## src/rtl/acfa_regs.svh

```systemverilog
// register offsets, field positions and timing constants for the alarm block
`ifndef ACFA_REGS_SVH
`define ACFA_REGS_SVH

// register word indices (one per 32-bit word, not byte offsets)
`define ACFA_ADDR_CTRL      4'h0
`define ACFA_ADDR_RESULT    4'h1
`define ACFA_ADDR_HIGH_THR  4'h2
`define ACFA_ADDR_HIGH_HYS  4'h3
`define ACFA_ADDR_LOW_THR   4'h4
`define ACFA_ADDR_LOW_HYS   4'h5
`define ACFA_ADDR_ACTIVE    4'h6
`define ACFA_ADDR_TRIPPED   4'h7
`define ACFA_ADDR_IRQ_STAT  4'h8
`define ACFA_ADDR_IRQ_MASK  4'h9

// channel select and range field inside the control word
`define ACFA_CTRL_CH_LSB    0
`define ACFA_CTRL_RNG_LSB   4
`define ACFA_CH_SEL_W       3

// channel and code sizes
`define ACFA_NUM_CH         9
`define ACFA_CODE_W         16
`define ACFA_CODE_MSB       16'h8000
`define ACFA_CODE_MAX       17'h0FFFF

// serial frame: alarm output moves on this falling edge of the link clock
`define ACFA_ALARM_EDGE     5'h10

// reset values
`define ACFA_THR_HIGH_RST   16'hFFFF
`define ACFA_THR_LOW_RST    16'h0000
`define ACFA_HYS_RST        16'h0000

// interrupt status bits
`define ACFA_IRQ_TRIP_BIT   0
`define ACFA_IRQ_FRAME_BIT  1

`endif
```

## src/rtl/acfa_pkg.sv

```systemverilog
// types shared by the alarm block
package acfa_pkg;
   // input range encodings: five bipolar spans, four unipolar spans
   typedef enum logic [3:0] {
      ACFA_RNG_BI_10V24,
      ACFA_RNG_BI_5V12,
      ACFA_RNG_BI_2V56,
      ACFA_RNG_BI_1V28,
      ACFA_RNG_BI_0V64,
      ACFA_RNG_UNI_10V24,
      ACFA_RNG_UNI_5V12,
      ACFA_RNG_UNI_2V56,
      ACFA_RNG_UNI_1V28
   } acfa_range_t;
endpackage : acfa_pkg

```

## src/rtl/acfa_alarm_cmp.sv

```systemverilog
// one channel's high and low alarm comparator with hysteresis
`timescale 1ns/1ps
`include "acfa_regs.svh"
module acfa_alarm_cmp
   import acfa_pkg::*;
(
   // clock and reset
   input  wire logic        clock,
   input  wire logic        sys_rst,
   // new result for this channel
   input  wire logic        eval,
   input  wire logic [15:0] code,
   // thresholds and hysteresis
   input  wire logic [15:0] high_thr,
   input  wire logic [15:0] high_hys,
   input  wire logic [15:0] low_thr,
   input  wire logic [15:0] low_hys,
   // active flags
   output logic             high_active,
   output logic             low_active
);
   // limits are 18 bits wide with a sign so they never wrap at the code ends
   wire logic signed [17:0] code_s  = {2'b00, code};
   wire logic signed [17:0] hi_up   = $signed({2'b00, high_thr})
                                    + $signed({2'b00, high_hys});
   wire logic signed [17:0] hi_down = $signed({2'b00, high_thr})
                                    - $signed({2'b00, high_hys})
                                    - 18'sd2;
   wire logic signed [17:0] lo_down = $signed({2'b00, low_thr})
                                    - $signed({2'b00, low_hys})
                                    - 18'sd1;
   wire logic signed [17:0] lo_up   = $signed({2'b00, low_thr})
                                    + $signed({2'b00, low_hys})
                                    + 18'sd1;
   // raise and clear decisions
   wire logic hi_set = code_s > hi_up;    // RULE9
   wire logic hi_clr = code_s <= hi_down; // RULE10
   wire logic lo_set = code_s < lo_down;  // RULE11
   wire logic lo_clr = code_s >= lo_up;   // RULE12
   logic high_next;
   logic low_next;
   // hold state between the two limits, that is the hysteresis band
   assign high_next = hi_set ? 1'b1 : (hi_clr ? 1'b0 : high_active);
   assign low_next  = lo_set ? 1'b1 : (lo_clr ? 1'b0 : low_active);

   // flags move only on a fresh result of this channel
   always_ff @(posedge clock) begin
      if (sys_rst) begin
         high_active <= 1'b0;
         low_active  <= 1'b0;
      end else if (eval) begin // RULE18
         high_active <= high_next; // RULE13
         low_active  <= low_next;  // RULE13
      end
   end

   AST_HIGH_RAISE: assert property (@(posedge clock) disable iff (sys_rst)
      eval && hi_set |=> high_active) // RULE9
      else $error("high alarm not raised");
   AST_LOW_CLEAR: assert property (@(posedge clock) disable iff (sys_rst)
      eval && lo_clr && !lo_set |=> !low_active) // RULE12
      else $error("low alarm not cleared");
endmodule : acfa_alarm_cmp

```

## src/rtl/acfa_core.sv

```systemverilog
// code formatting, per-channel alarms and alarm pin for the converter
//
// What this block does
// RULE1: results are straight binary, never signed
// RULE2: same code format on every channel
// RULE3: span is positive minus negative full scale
// RULE4: 16-bit codes, step is span over 65536
// RULE5: five bipolar and four unipolar ranges
// RULE6: alarm pin active high, moves at 16th fall
// RULE7: alarm pin high while any tripped flag set
// RULE8: each channel has high and low alarm
// RULE9: high alarm raised above threshold plus hysteresis
// RULE10: high alarm clears at threshold minus hysteresis minus 2
// RULE11: low alarm raised below threshold minus hysteresis minus 1
// RULE12: low alarm clears at threshold plus hysteresis plus 1
// RULE13: active flag follows the alarm condition
// RULE14: tripped flag latches until flag register read
// RULE15: host reads flags after seeing alarm pin
// RULE16: transfers timed on serial clock falling edges
// RULE17: chip select fall starts frame, samples channel
// RULE18: both alarms checked per new unsigned result
//
// Design decisions made here: the register addresses and the Avalon-MM slave port.
`timescale 1ns/1ps
`include "acfa_regs.svh"
module acfa_core
   import acfa_pkg::*;
(
   // clock and reset
   input  wire logic        clock,
   input  wire logic        sys_rst,
   // avalon-mm slave
   input  wire logic [3:0]  avs_address,
   input  wire logic        avs_read,
   input  wire logic        avs_write,
   input  wire logic [31:0] avs_writedata,
   output logic [31:0]      avs_readdata,
   output logic             avs_waitrequest,
   // serial link pins from the host
   input  wire logic        link_sclk,
   input  wire logic        link_cs_n,
   // raw sample from the converter core, two's complement for bipolar
   input  wire logic [15:0] sample_raw,
   // outputs
   output logic [15:0]      result_code,
   output logic             alarm,
   output logic             irq
);
   // ------------------------------------------------------------
   // link pin synchronisers
   // ------------------------------------------------------------
   logic [2:0] sclk_sync_reg;   // three stages, last two compared
   logic [2:0] cs_sync_reg;
   logic       sclk_state_reg;  // debounced level
   logic       cs_state_reg;

   // sync stage one is read only by stage two
   always_ff @(posedge clock) begin
      if (sys_rst) begin
         sclk_sync_reg <= 3'h0;
         cs_sync_reg   <= 3'h7;
      end else begin
         sclk_sync_reg <= {sclk_sync_reg[1:0], link_sclk};
         cs_sync_reg   <= {cs_sync_reg[1:0], link_cs_n};
      end
   end

   // a level counts only when stages two and three agree
   wire logic sclk_agree = sclk_sync_reg[1] == sclk_sync_reg[2];
   wire logic cs_agree   = cs_sync_reg[1] == cs_sync_reg[2];
   wire logic sclk_fall  = sclk_agree && sclk_state_reg
                           && !sclk_sync_reg[2];
   wire logic cs_fall    = cs_agree && cs_state_reg && !cs_sync_reg[2];
   wire logic cs_rise    = cs_agree && !cs_state_reg && cs_sync_reg[2];

   // filtered levels
   always_ff @(posedge clock) begin
      if (sys_rst) begin
         sclk_state_reg <= 1'b0;
         cs_state_reg   <= 1'b1;
      end else begin
         if (sclk_agree)
            sclk_state_reg <= sclk_sync_reg[2];
         if (cs_agree)
            cs_state_reg <= cs_sync_reg[2];
      end
   end

   // ------------------------------------------------------------
   // frame tracking
   // ------------------------------------------------------------
   typedef enum logic [0:0] {ACFA_IDLE, ACFA_FRAME} acfa_state_t;
   acfa_state_t state_reg;
   logic [4:0]  edge_cnt_reg;   // falling edges seen this frame
   wire logic   frame_fall = (state_reg == ACFA_FRAME) && sclk_fall
                             && !cs_state_reg;
   // the 16th falling edge of the frame
   wire logic   edge16 = frame_fall
                         && (edge_cnt_reg == `ACFA_ALARM_EDGE - 5'h01);

   // frame state: counting stops at 16 so later edges do nothing
   always_ff @(posedge clock) begin
      if (sys_rst) begin
         state_reg    <= ACFA_IDLE;
         edge_cnt_reg <= 5'h00;
      end else begin
         unique case (state_reg)
            ACFA_IDLE: begin
               if (cs_fall) begin // RULE17
                  state_reg    <= ACFA_FRAME;
                  edge_cnt_reg <= 5'h00;
               end
            end
            ACFA_FRAME: begin
               if (cs_rise)
                  state_reg <= ACFA_IDLE;
               else if (frame_fall && edge_cnt_reg < `ACFA_ALARM_EDGE)
                  edge_cnt_reg <= edge_cnt_reg + 5'h01; // RULE16
            end
         endcase
      end
   end

   // ------------------------------------------------------------
   // registers
   // ------------------------------------------------------------
   logic [3:0]  ch_sel_reg;       // channel for next frame
   logic [3:0]  ch_conv_reg;      // channel sampled this frame
   logic        eval_reg;         // one clock after frame start
   logic [15:0] high_thr_reg [`ACFA_NUM_CH];
   logic [15:0] high_hys_reg [`ACFA_NUM_CH];
   logic [15:0] low_thr_reg  [`ACFA_NUM_CH];
   logic [15:0] low_hys_reg  [`ACFA_NUM_CH];
   acfa_range_t range_reg    [`ACFA_NUM_CH];
   logic [8:0]  high_trip_reg;    // tripped flags, latched
   logic [8:0]  low_trip_reg;
   logic [1:0]  irq_stat_reg;
   logic [1:0]  irq_mask_reg;
   logic        alarm_reg;
   logic [15:0] result_reg;

   // selected channel for table access (write data holds channel)
   wire logic [3:0] acc_ch  = avs_writedata[`ACFA_CTRL_CH_LSB +: 4];
   wire logic       wr      = avs_write;
   wire logic       rd      = avs_read;
   wire logic       rd_trip = rd && avs_address == `ACFA_ADDR_TRIPPED;
   wire logic       ch_ok   = acc_ch < 4'(`ACFA_NUM_CH);

   // ------------------------------------------------------------
   // code formatting
   // ------------------------------------------------------------
   // bipolar ranges flip the sign bit: offset binary, lowest code is
   // negative full scale; unipolar raw codes are already straight
   function automatic logic [15:0] fmt_code(input logic [15:0] raw,
                                            input acfa_range_t rng);
      logic bip;
      bip = (rng <= ACFA_RNG_BI_0V64);
      fmt_code = bip ? (raw ^ `ACFA_CODE_MSB) : raw; // RULE1 RULE3
   endfunction : fmt_code

   // the channel chosen during the previous frame is the one sampled now
   wire logic [15:0] conv_code =
      fmt_code(sample_raw, range_reg[ch_sel_reg]); // RULE2 RULE4 RULE5

   // ------------------------------------------------------------
   // alarm comparators, one per channel
   // ------------------------------------------------------------
   logic [8:0] high_active;
   logic [8:0] low_active;
   for (genvar g = 0; g < `ACFA_NUM_CH; g++) begin : g_cmp
      acfa_alarm_cmp u_cmp ( // RULE8
         .clock       (clock),
         .sys_rst     (sys_rst),
         .eval        (eval_reg && ch_conv_reg == 4'(g)),
         .code        (result_reg),
         .high_thr    (high_thr_reg[g]),
         .high_hys    (high_hys_reg[g]),
         .low_thr     (low_thr_reg[g]),
         .low_hys     (low_hys_reg[g]),
         .high_active (high_active[g]),
         .low_active  (low_active[g])
      );
   end

   // tripped flags: set wins over the clearing read
   wire logic [8:0] high_trip_next = (rd_trip ? 9'h000 : high_trip_reg)
                                     | high_active; // RULE14
   wire logic [8:0] low_trip_next  = (rd_trip ? 9'h000 : low_trip_reg)
                                     | low_active;  // RULE14
   wire logic       any_trip = |high_trip_reg || |low_trip_reg;

   always_ff @(posedge clock) begin
      if (sys_rst) begin
         high_trip_reg <= 9'h000;
         low_trip_reg  <= 9'h000;
      end else begin
         high_trip_reg <= high_trip_next;
         low_trip_reg  <= low_trip_next;
      end
   end

   // alarm pin only moves on the 16th falling edge
   always_ff @(posedge clock) begin
      if (sys_rst)
         alarm_reg <= 1'b0;
      else if (edge16)
         alarm_reg <= any_trip; // RULE6 RULE7
   end

   // channel latched at frame start; result captured with it, and the
   // comparators look at both one clock later, once they stand
   always_ff @(posedge clock) begin
      if (sys_rst) begin
         ch_conv_reg <= 4'h0;
         result_reg  <= 16'h0000;
         eval_reg    <= 1'b0;
      end else begin
         eval_reg <= cs_fall;
         if (cs_fall) begin
            ch_conv_reg <= ch_sel_reg; // RULE17
            result_reg  <= conv_code;
         end
      end
   end

   // interrupt sticky bits: trip and frame end
   wire logic [1:0] irq_ev = {cs_rise, any_trip};
   wire logic [1:0] irq_clr = (wr && avs_address == `ACFA_ADDR_IRQ_STAT)
                              ? avs_writedata[1:0] : 2'h0;
   always_ff @(posedge clock) begin
      if (sys_rst)
         irq_stat_reg <= 2'h0;
      else
         irq_stat_reg <= (irq_stat_reg & ~irq_clr) | irq_ev;
   end

   // software writes: tables take channel in bits 3:0, value in 31:16
   always_ff @(posedge clock) begin
      if (sys_rst) begin
         ch_sel_reg   <= 4'h0;
         irq_mask_reg <= 2'h0;
         for (int i = 0; i < `ACFA_NUM_CH; i++) begin
            high_thr_reg[i] <= `ACFA_THR_HIGH_RST;
            high_hys_reg[i] <= `ACFA_HYS_RST;
            low_thr_reg[i]  <= `ACFA_THR_LOW_RST;
            low_hys_reg[i]  <= `ACFA_HYS_RST;
            range_reg[i]    <= ACFA_RNG_BI_10V24;
         end
      end else if (wr) begin
         unique case (avs_address)
            `ACFA_ADDR_CTRL: begin
               if (ch_ok) begin
                  ch_sel_reg <= acc_ch;
                  range_reg[acc_ch] <= acfa_range_t'(
                     avs_writedata[`ACFA_CTRL_RNG_LSB +: 4]);
               end
            end
            `ACFA_ADDR_HIGH_THR:
               if (ch_ok) high_thr_reg[acc_ch] <= avs_writedata[31:16];
            `ACFA_ADDR_HIGH_HYS:
               if (ch_ok) high_hys_reg[acc_ch] <= avs_writedata[31:16];
            `ACFA_ADDR_LOW_THR:
               if (ch_ok) low_thr_reg[acc_ch] <= avs_writedata[31:16];
            `ACFA_ADDR_LOW_HYS:
               if (ch_ok) low_hys_reg[acc_ch] <= avs_writedata[31:16];
            `ACFA_ADDR_IRQ_MASK:
               irq_mask_reg <= avs_writedata[1:0];
            default: ;
         endcase
      end
   end

   // read mux, unmapped reads return zero
   logic [31:0] rdata_next;
   always_comb begin
      unique case (avs_address)
         `ACFA_ADDR_CTRL:
            rdata_next = {24'h0, range_reg[ch_sel_reg], ch_sel_reg};
         `ACFA_ADDR_RESULT:   rdata_next = {16'h0, result_reg};
         `ACFA_ADDR_ACTIVE:
            rdata_next = {7'h0, high_active, 7'h0, low_active};
         `ACFA_ADDR_TRIPPED:  // RULE15
            rdata_next = {7'h0, high_trip_reg, 7'h0, low_trip_reg};
         `ACFA_ADDR_IRQ_STAT: rdata_next = {30'h0, irq_stat_reg};
         `ACFA_ADDR_IRQ_MASK: rdata_next = {30'h0, irq_mask_reg};
         default:             rdata_next = 32'h0000_0000;
      endcase
   end

   // zero wait states: readdata is valid in the request cycle
   assign avs_waitrequest = 1'b0;
   assign avs_readdata    = rdata_next;
   assign result_code     = result_reg;
   assign alarm           = alarm_reg;
   assign irq             = |(irq_stat_reg & irq_mask_reg);

   AST_ALARM_EDGE: assert property (@(posedge clock) disable iff (sys_rst)
      !edge16 |=> $stable(alarm)) // RULE6
      else $error("alarm moved off the 16th edge");
   AST_ALARM_VAL: assert property (@(posedge clock) disable iff (sys_rst)
      edge16 |=> alarm == $past(any_trip)) // RULE7
      else $error("alarm does not follow tripped flags");
   AST_TRIP_HOLD: assert property (@(posedge clock) disable iff (sys_rst)
      !rd_trip && |high_trip_reg |=> |high_trip_reg) // RULE14
      else $error("tripped flag lost without read");
   AST_TRIP_SET: assert property (@(posedge clock) disable iff (sys_rst)
      |low_active |=> |low_trip_reg) // RULE14
      else $error("tripped flag not set");
endmodule : acfa_core

```

## config.mk

```make
export PLATFORM = sky130hd
export DESIGN_NAME = acfa_core
export DESIGN_NICKNAME = d
export VERILOG_FILES = /design/src/rtl/acfa_pkg.sv /design/src/rtl/acfa_alarm_cmp.sv /design/src/rtl/acfa_core.sv
export VERILOG_INCLUDE_DIRS = /design/src /design/src/rtl
export SDC_FILE = /design/constraint.sdc
export NUM_CORES = 2
export LEC_CHECK = 0
export ABC_AREA = 1
export BUFFER_PORTS_ARGS = -buffer_cell sky130_fd_sc_hd__buf_2
export CAP_MARGIN = 25
export CELL_PAD_IN_SITES_DETAIL_PLACEMENT = 1
export CELL_PAD_IN_SITES_GLOBAL_PLACEMENT = 2
export CORE_ASPECT_RATIO = 0.5
export CORE_MARGIN = 5
export CORE_UTILIZATION = 40
export DETAILED_ROUTE_END_ITERATION = 10
export HOLD_SLACK_MARGIN = 0.08
export PLACE_DENSITY_LB_ADDON = 0.1
export RECOVER_POWER = 100
export SLEW_MARGIN = 40
export SYNTH_ARGS = -nofsm -noshare
export SYNTH_HDL_FRONTEND = slang
export SYNTH_SLANG_ARGS = --single-unit
```

## constraint.sdc

```tcl
create_clock -name clock -period 10 [get_ports clock]
set_clock_uncertainty 0.05 [all_clocks]
set_input_delay 3 -clock clock [delete_from_list [all_inputs] [get_ports clock]]
set_output_delay 3 -clock clock [all_outputs]
set_load 0.01 [all_outputs]
```

==> summary.txt <==
Status
  • Status: finished, violations left
  • Failing checks: capacitance limit, slew limit

Critical path
  • Crit Path Max Fanout: 17
  • Critical Path AT: 9.01 ns
  • RR Startpoint: result_code[15]
  • Setup crit end kind: flop
  • Reg2Reg Depth: 14
  • Crit Path Category: input port to flop
  • Critical R2R Capture: g_cmp[6].u_cmp.low_active
  • FF-to-FF setup slack: roughly 4.9 ns
  • CP Data Required Time: 10.17 ns
  • Startpoint Class: input port

Route
  • Wire length on met1: 139000 um
  • Routed wire per std cell: 21.4 um
  • DR vias/cell: 5.30
  • Metal3 WL: 11500 um
  • DRT iter0 DRCs: between 4k and 5k
  • DRC viols: 0
  • Final WL: roughly 290000 um
  • Antenna-violating nets left: 0
  • DRT Pass-1 Iters: 5
  • Met2 WL: 133000 um
  • Max layer used: met4
  • Vias: between 70k and 80k

Cells and area
  • Area delta synth->final: 7.33%
  • Post-layout util: 43.2%
  • Nets: 12.1k
  • Layout cells sized above 1: under 10%
  • Most frequent cells in the layout: nand2_1 (2376), inv_1 (1540), nor2_1 (1288)
  • Most common cell after layout, fill and taps aside: nand2_1
  • Fill count: 24.9k

Placed design
  • Hpwl dp: 224000 um
  • Place WS: 1.74 ns
  • Port buffer count: between 90 and 100
  • Routability cong.: 0.881

Clock network
  • Worst-Skew Late Latency: 0.73 ns
  • Post-CTS setup buffers: 0
  • H-tree Lvls: 3
  • Reg clk slew, reported paths: about 0.07 ns
  • Clock sinks: 724
  • CTS tree: yes
  • Post-CTS Hold Buffers: 0
  • Cts bufs inserted: 80
  • CTS-repair resized insts: 0
  • Bufs on Longest Clock Path: 3
  • Root Buffer: clkbuf_16

Power and ir drop
  • Clock network power share: 30.4%
  • Int Power: 0.00642 W
  • Sw Share: 39.0%
  • Switch Pwr: 0.00410 W
  • Comb power frac: about 36%
  • Static leakage: about 42 nW
  • Worst vdd ir: 0.000138 V
  • Share of power burned in registers: 33.5%
  • Pwr/cell area: approximately 120 mW/mm^2

Synthesis
  • Netlist cell types: 84
  • Ys Warns: 0
  • Largest cells by area after synthesis: edfxtp_1 (24%), ha_1 (19%), nand2_1 (11%), inv_1 (7.3%), nor2_1 (6.1%)
  • Leading area contributor after synthesis: edfxtp_1
  • Yosys reg bits: 724
  • Synth Area per Inst: 7.31 um^2
  • Synth top area share: 24.3%
  • Mapped Cells: 10.8k
  • EDFF count, synth: 640
  • Synth async-reset ratio: 0%
  • Seq/Total Area, Yosys: 26.4%
  • Synth Flop Type: edfxtp_1
  • Synthesized area: 0.0791 mm^2

Timing
  • TNS Setup: 0 ns
  • Setup slack after layout: around 1.2 ns
  • Period minus WS final: 8.84 ns
  • Final period util: 88.4%
  • RSZ-0062 raised after global routing: no
  • Setup violators final: 0
  • Final hold slack: 0.359 ns
  • Max-slew violations: a little under 300
  • Endpoints failing hold: 0
  • Headroom to the max-slew limit: -97.5%
  • Worst Tran Pin Value: a little under 3 ns
  • Max Clock Freq: 113 MHz

Floorplan
  • IO Pins: 109
  • Core Area: around 0.2 mm^2
  • DIE AREA: 0.207 mm^2
  • Die span in y: 324 um
  • Initial Util: 40.2%
  • Die width: 639 um
  • Num rows: between 100 and 150

Min path
  • Class of the worst hold path: flop to flop
  • Hold path depth: 2
  • Hold EP: sclk_sync_reg[1]
  • Hold path startpoint: sclk_sync_reg[0]

Global route
  • Remaining Overflow, GRT: 0
  • Largest net degree at the start of global routing: 49
  • First-pass GRT wire length: 439000 um
  • Initial antenna violation count: 22
  • Vias in the first global route: a little over 70k
  • GRT Resource Usage Total: 27.3%

Flow run
  • Maxcap violations: 18
## final cells by class
class	count	area (um^2)	share of cell area [%]
Clock inverter	51	628	0.740
Sequential cell	724	20900	24.6
Timing Repair Buffer	166	941	1.11
Inverter	1638	6170	7.27
Antenna cell	6	15.0	0.0177
Multi-Input combinational cell	8208	50800	59.8
Clock buffer	98	2120	2.50
Tap cell	2632	3290	3.88
## cell usage after synthesis (22+ instances only)
master / instances
buf_4: 35
buf_2: 110
nand3_2: 22
nand4_1: 238
nor2_2: 67
o21ai_0: 312
fa_1: 36
o211ai_1: 33
nor3_1: 113
inv_2: 77
nand2_2: 36
a21o_1: 36
o21bai_1: 64
a21oi_1: 718
nor4_1: 33
nand3_1: 598
a31oi_1: 25
clkinv_1: 29
edfxtp_1: 640
clkbuf_1: 134
a211oi_1: 50
nand3b_1: 30
inv_1: 1531
nor2_1: 1288
xnor2_1: 113
xor2_2: 54
nand2_1: 2376
ha_1: 1172
o21ai_1: 23
xor2_1: 464
dfxtp_1: 84
## layer usage
layer | track usage (%) | vias to the layer above
met2 | 45.8 | 1089
met1 | 38.6 | 34900
li1 | - | 35400
met3 | 2.29 | 254
met4 | 5.02 | 0
met5 | 0 | -
## worst max-delay path by stage
stage | from | to | slack [ns] | depth (start not counted)
floorplan | avs_address[2] | avs_readdata[16] | 2.95 | 7
global placement | avs_address[2] | avs_readdata[4] | 1.58 | 8
detailed placement | avs_address[2] | avs_readdata[8] | 1.74 | 8
CTS | avs_address[2] | avs_readdata[8] | 1.74 | 8
global route | sys_rst | low_hys_reg[8][2] | 1.07 | 8
finish | sys_rst | low_hys_reg[8][0] | 1.16 | 8
## cells by family after synthesis
logic type / synth area share, %
mux: 0.203
fa+ha+maj: 19.5
buf+inv: 9.54
compound gates: 10.6
flops: 26.4
xor+xnor: 7.54
simple gates: 26.2
other cells: 0.00474
## per-stage QoR
stage / cells / total power, W / area, um^2
after floorplan: 10900 / 0.00635 / 79200
after global placement: 13400 / 0.00727 / 82200
after detailed placement: 13400 / 0.00737 / 82300
after CTS: 13500 / 0.0106 / 85100
after global routing: 13500 / 0.0112 / 84900
final: 13500 / 0.0105 / 84900
## power groups by stage
stage	clock [W]	sequential (W)	combinational [W]
2_1_floorplan	0	0.00355	0.00280
6_report	0.00320	0.00353	0.00379
5_1_grt	0.00339	0.00354	0.00430
3_3_place_gp	0	0.00358	0.00369
3_5_place_dp	0	0.00359	0.00378
4_1_cts	0.00326	0.00353	0.00380
## critical path, cell delays in order
cell and delay (ns):
clkbuf_1 1.11, clkinvlp_2 1.66, nand2_1 0.44, nor3_1 0.13, clkbuf_1 0.75, nand2_1 0.25, clkbuf_1 0.79, nand2_1 0.79
No activity file was read; power rests on OpenSTA's default activity.
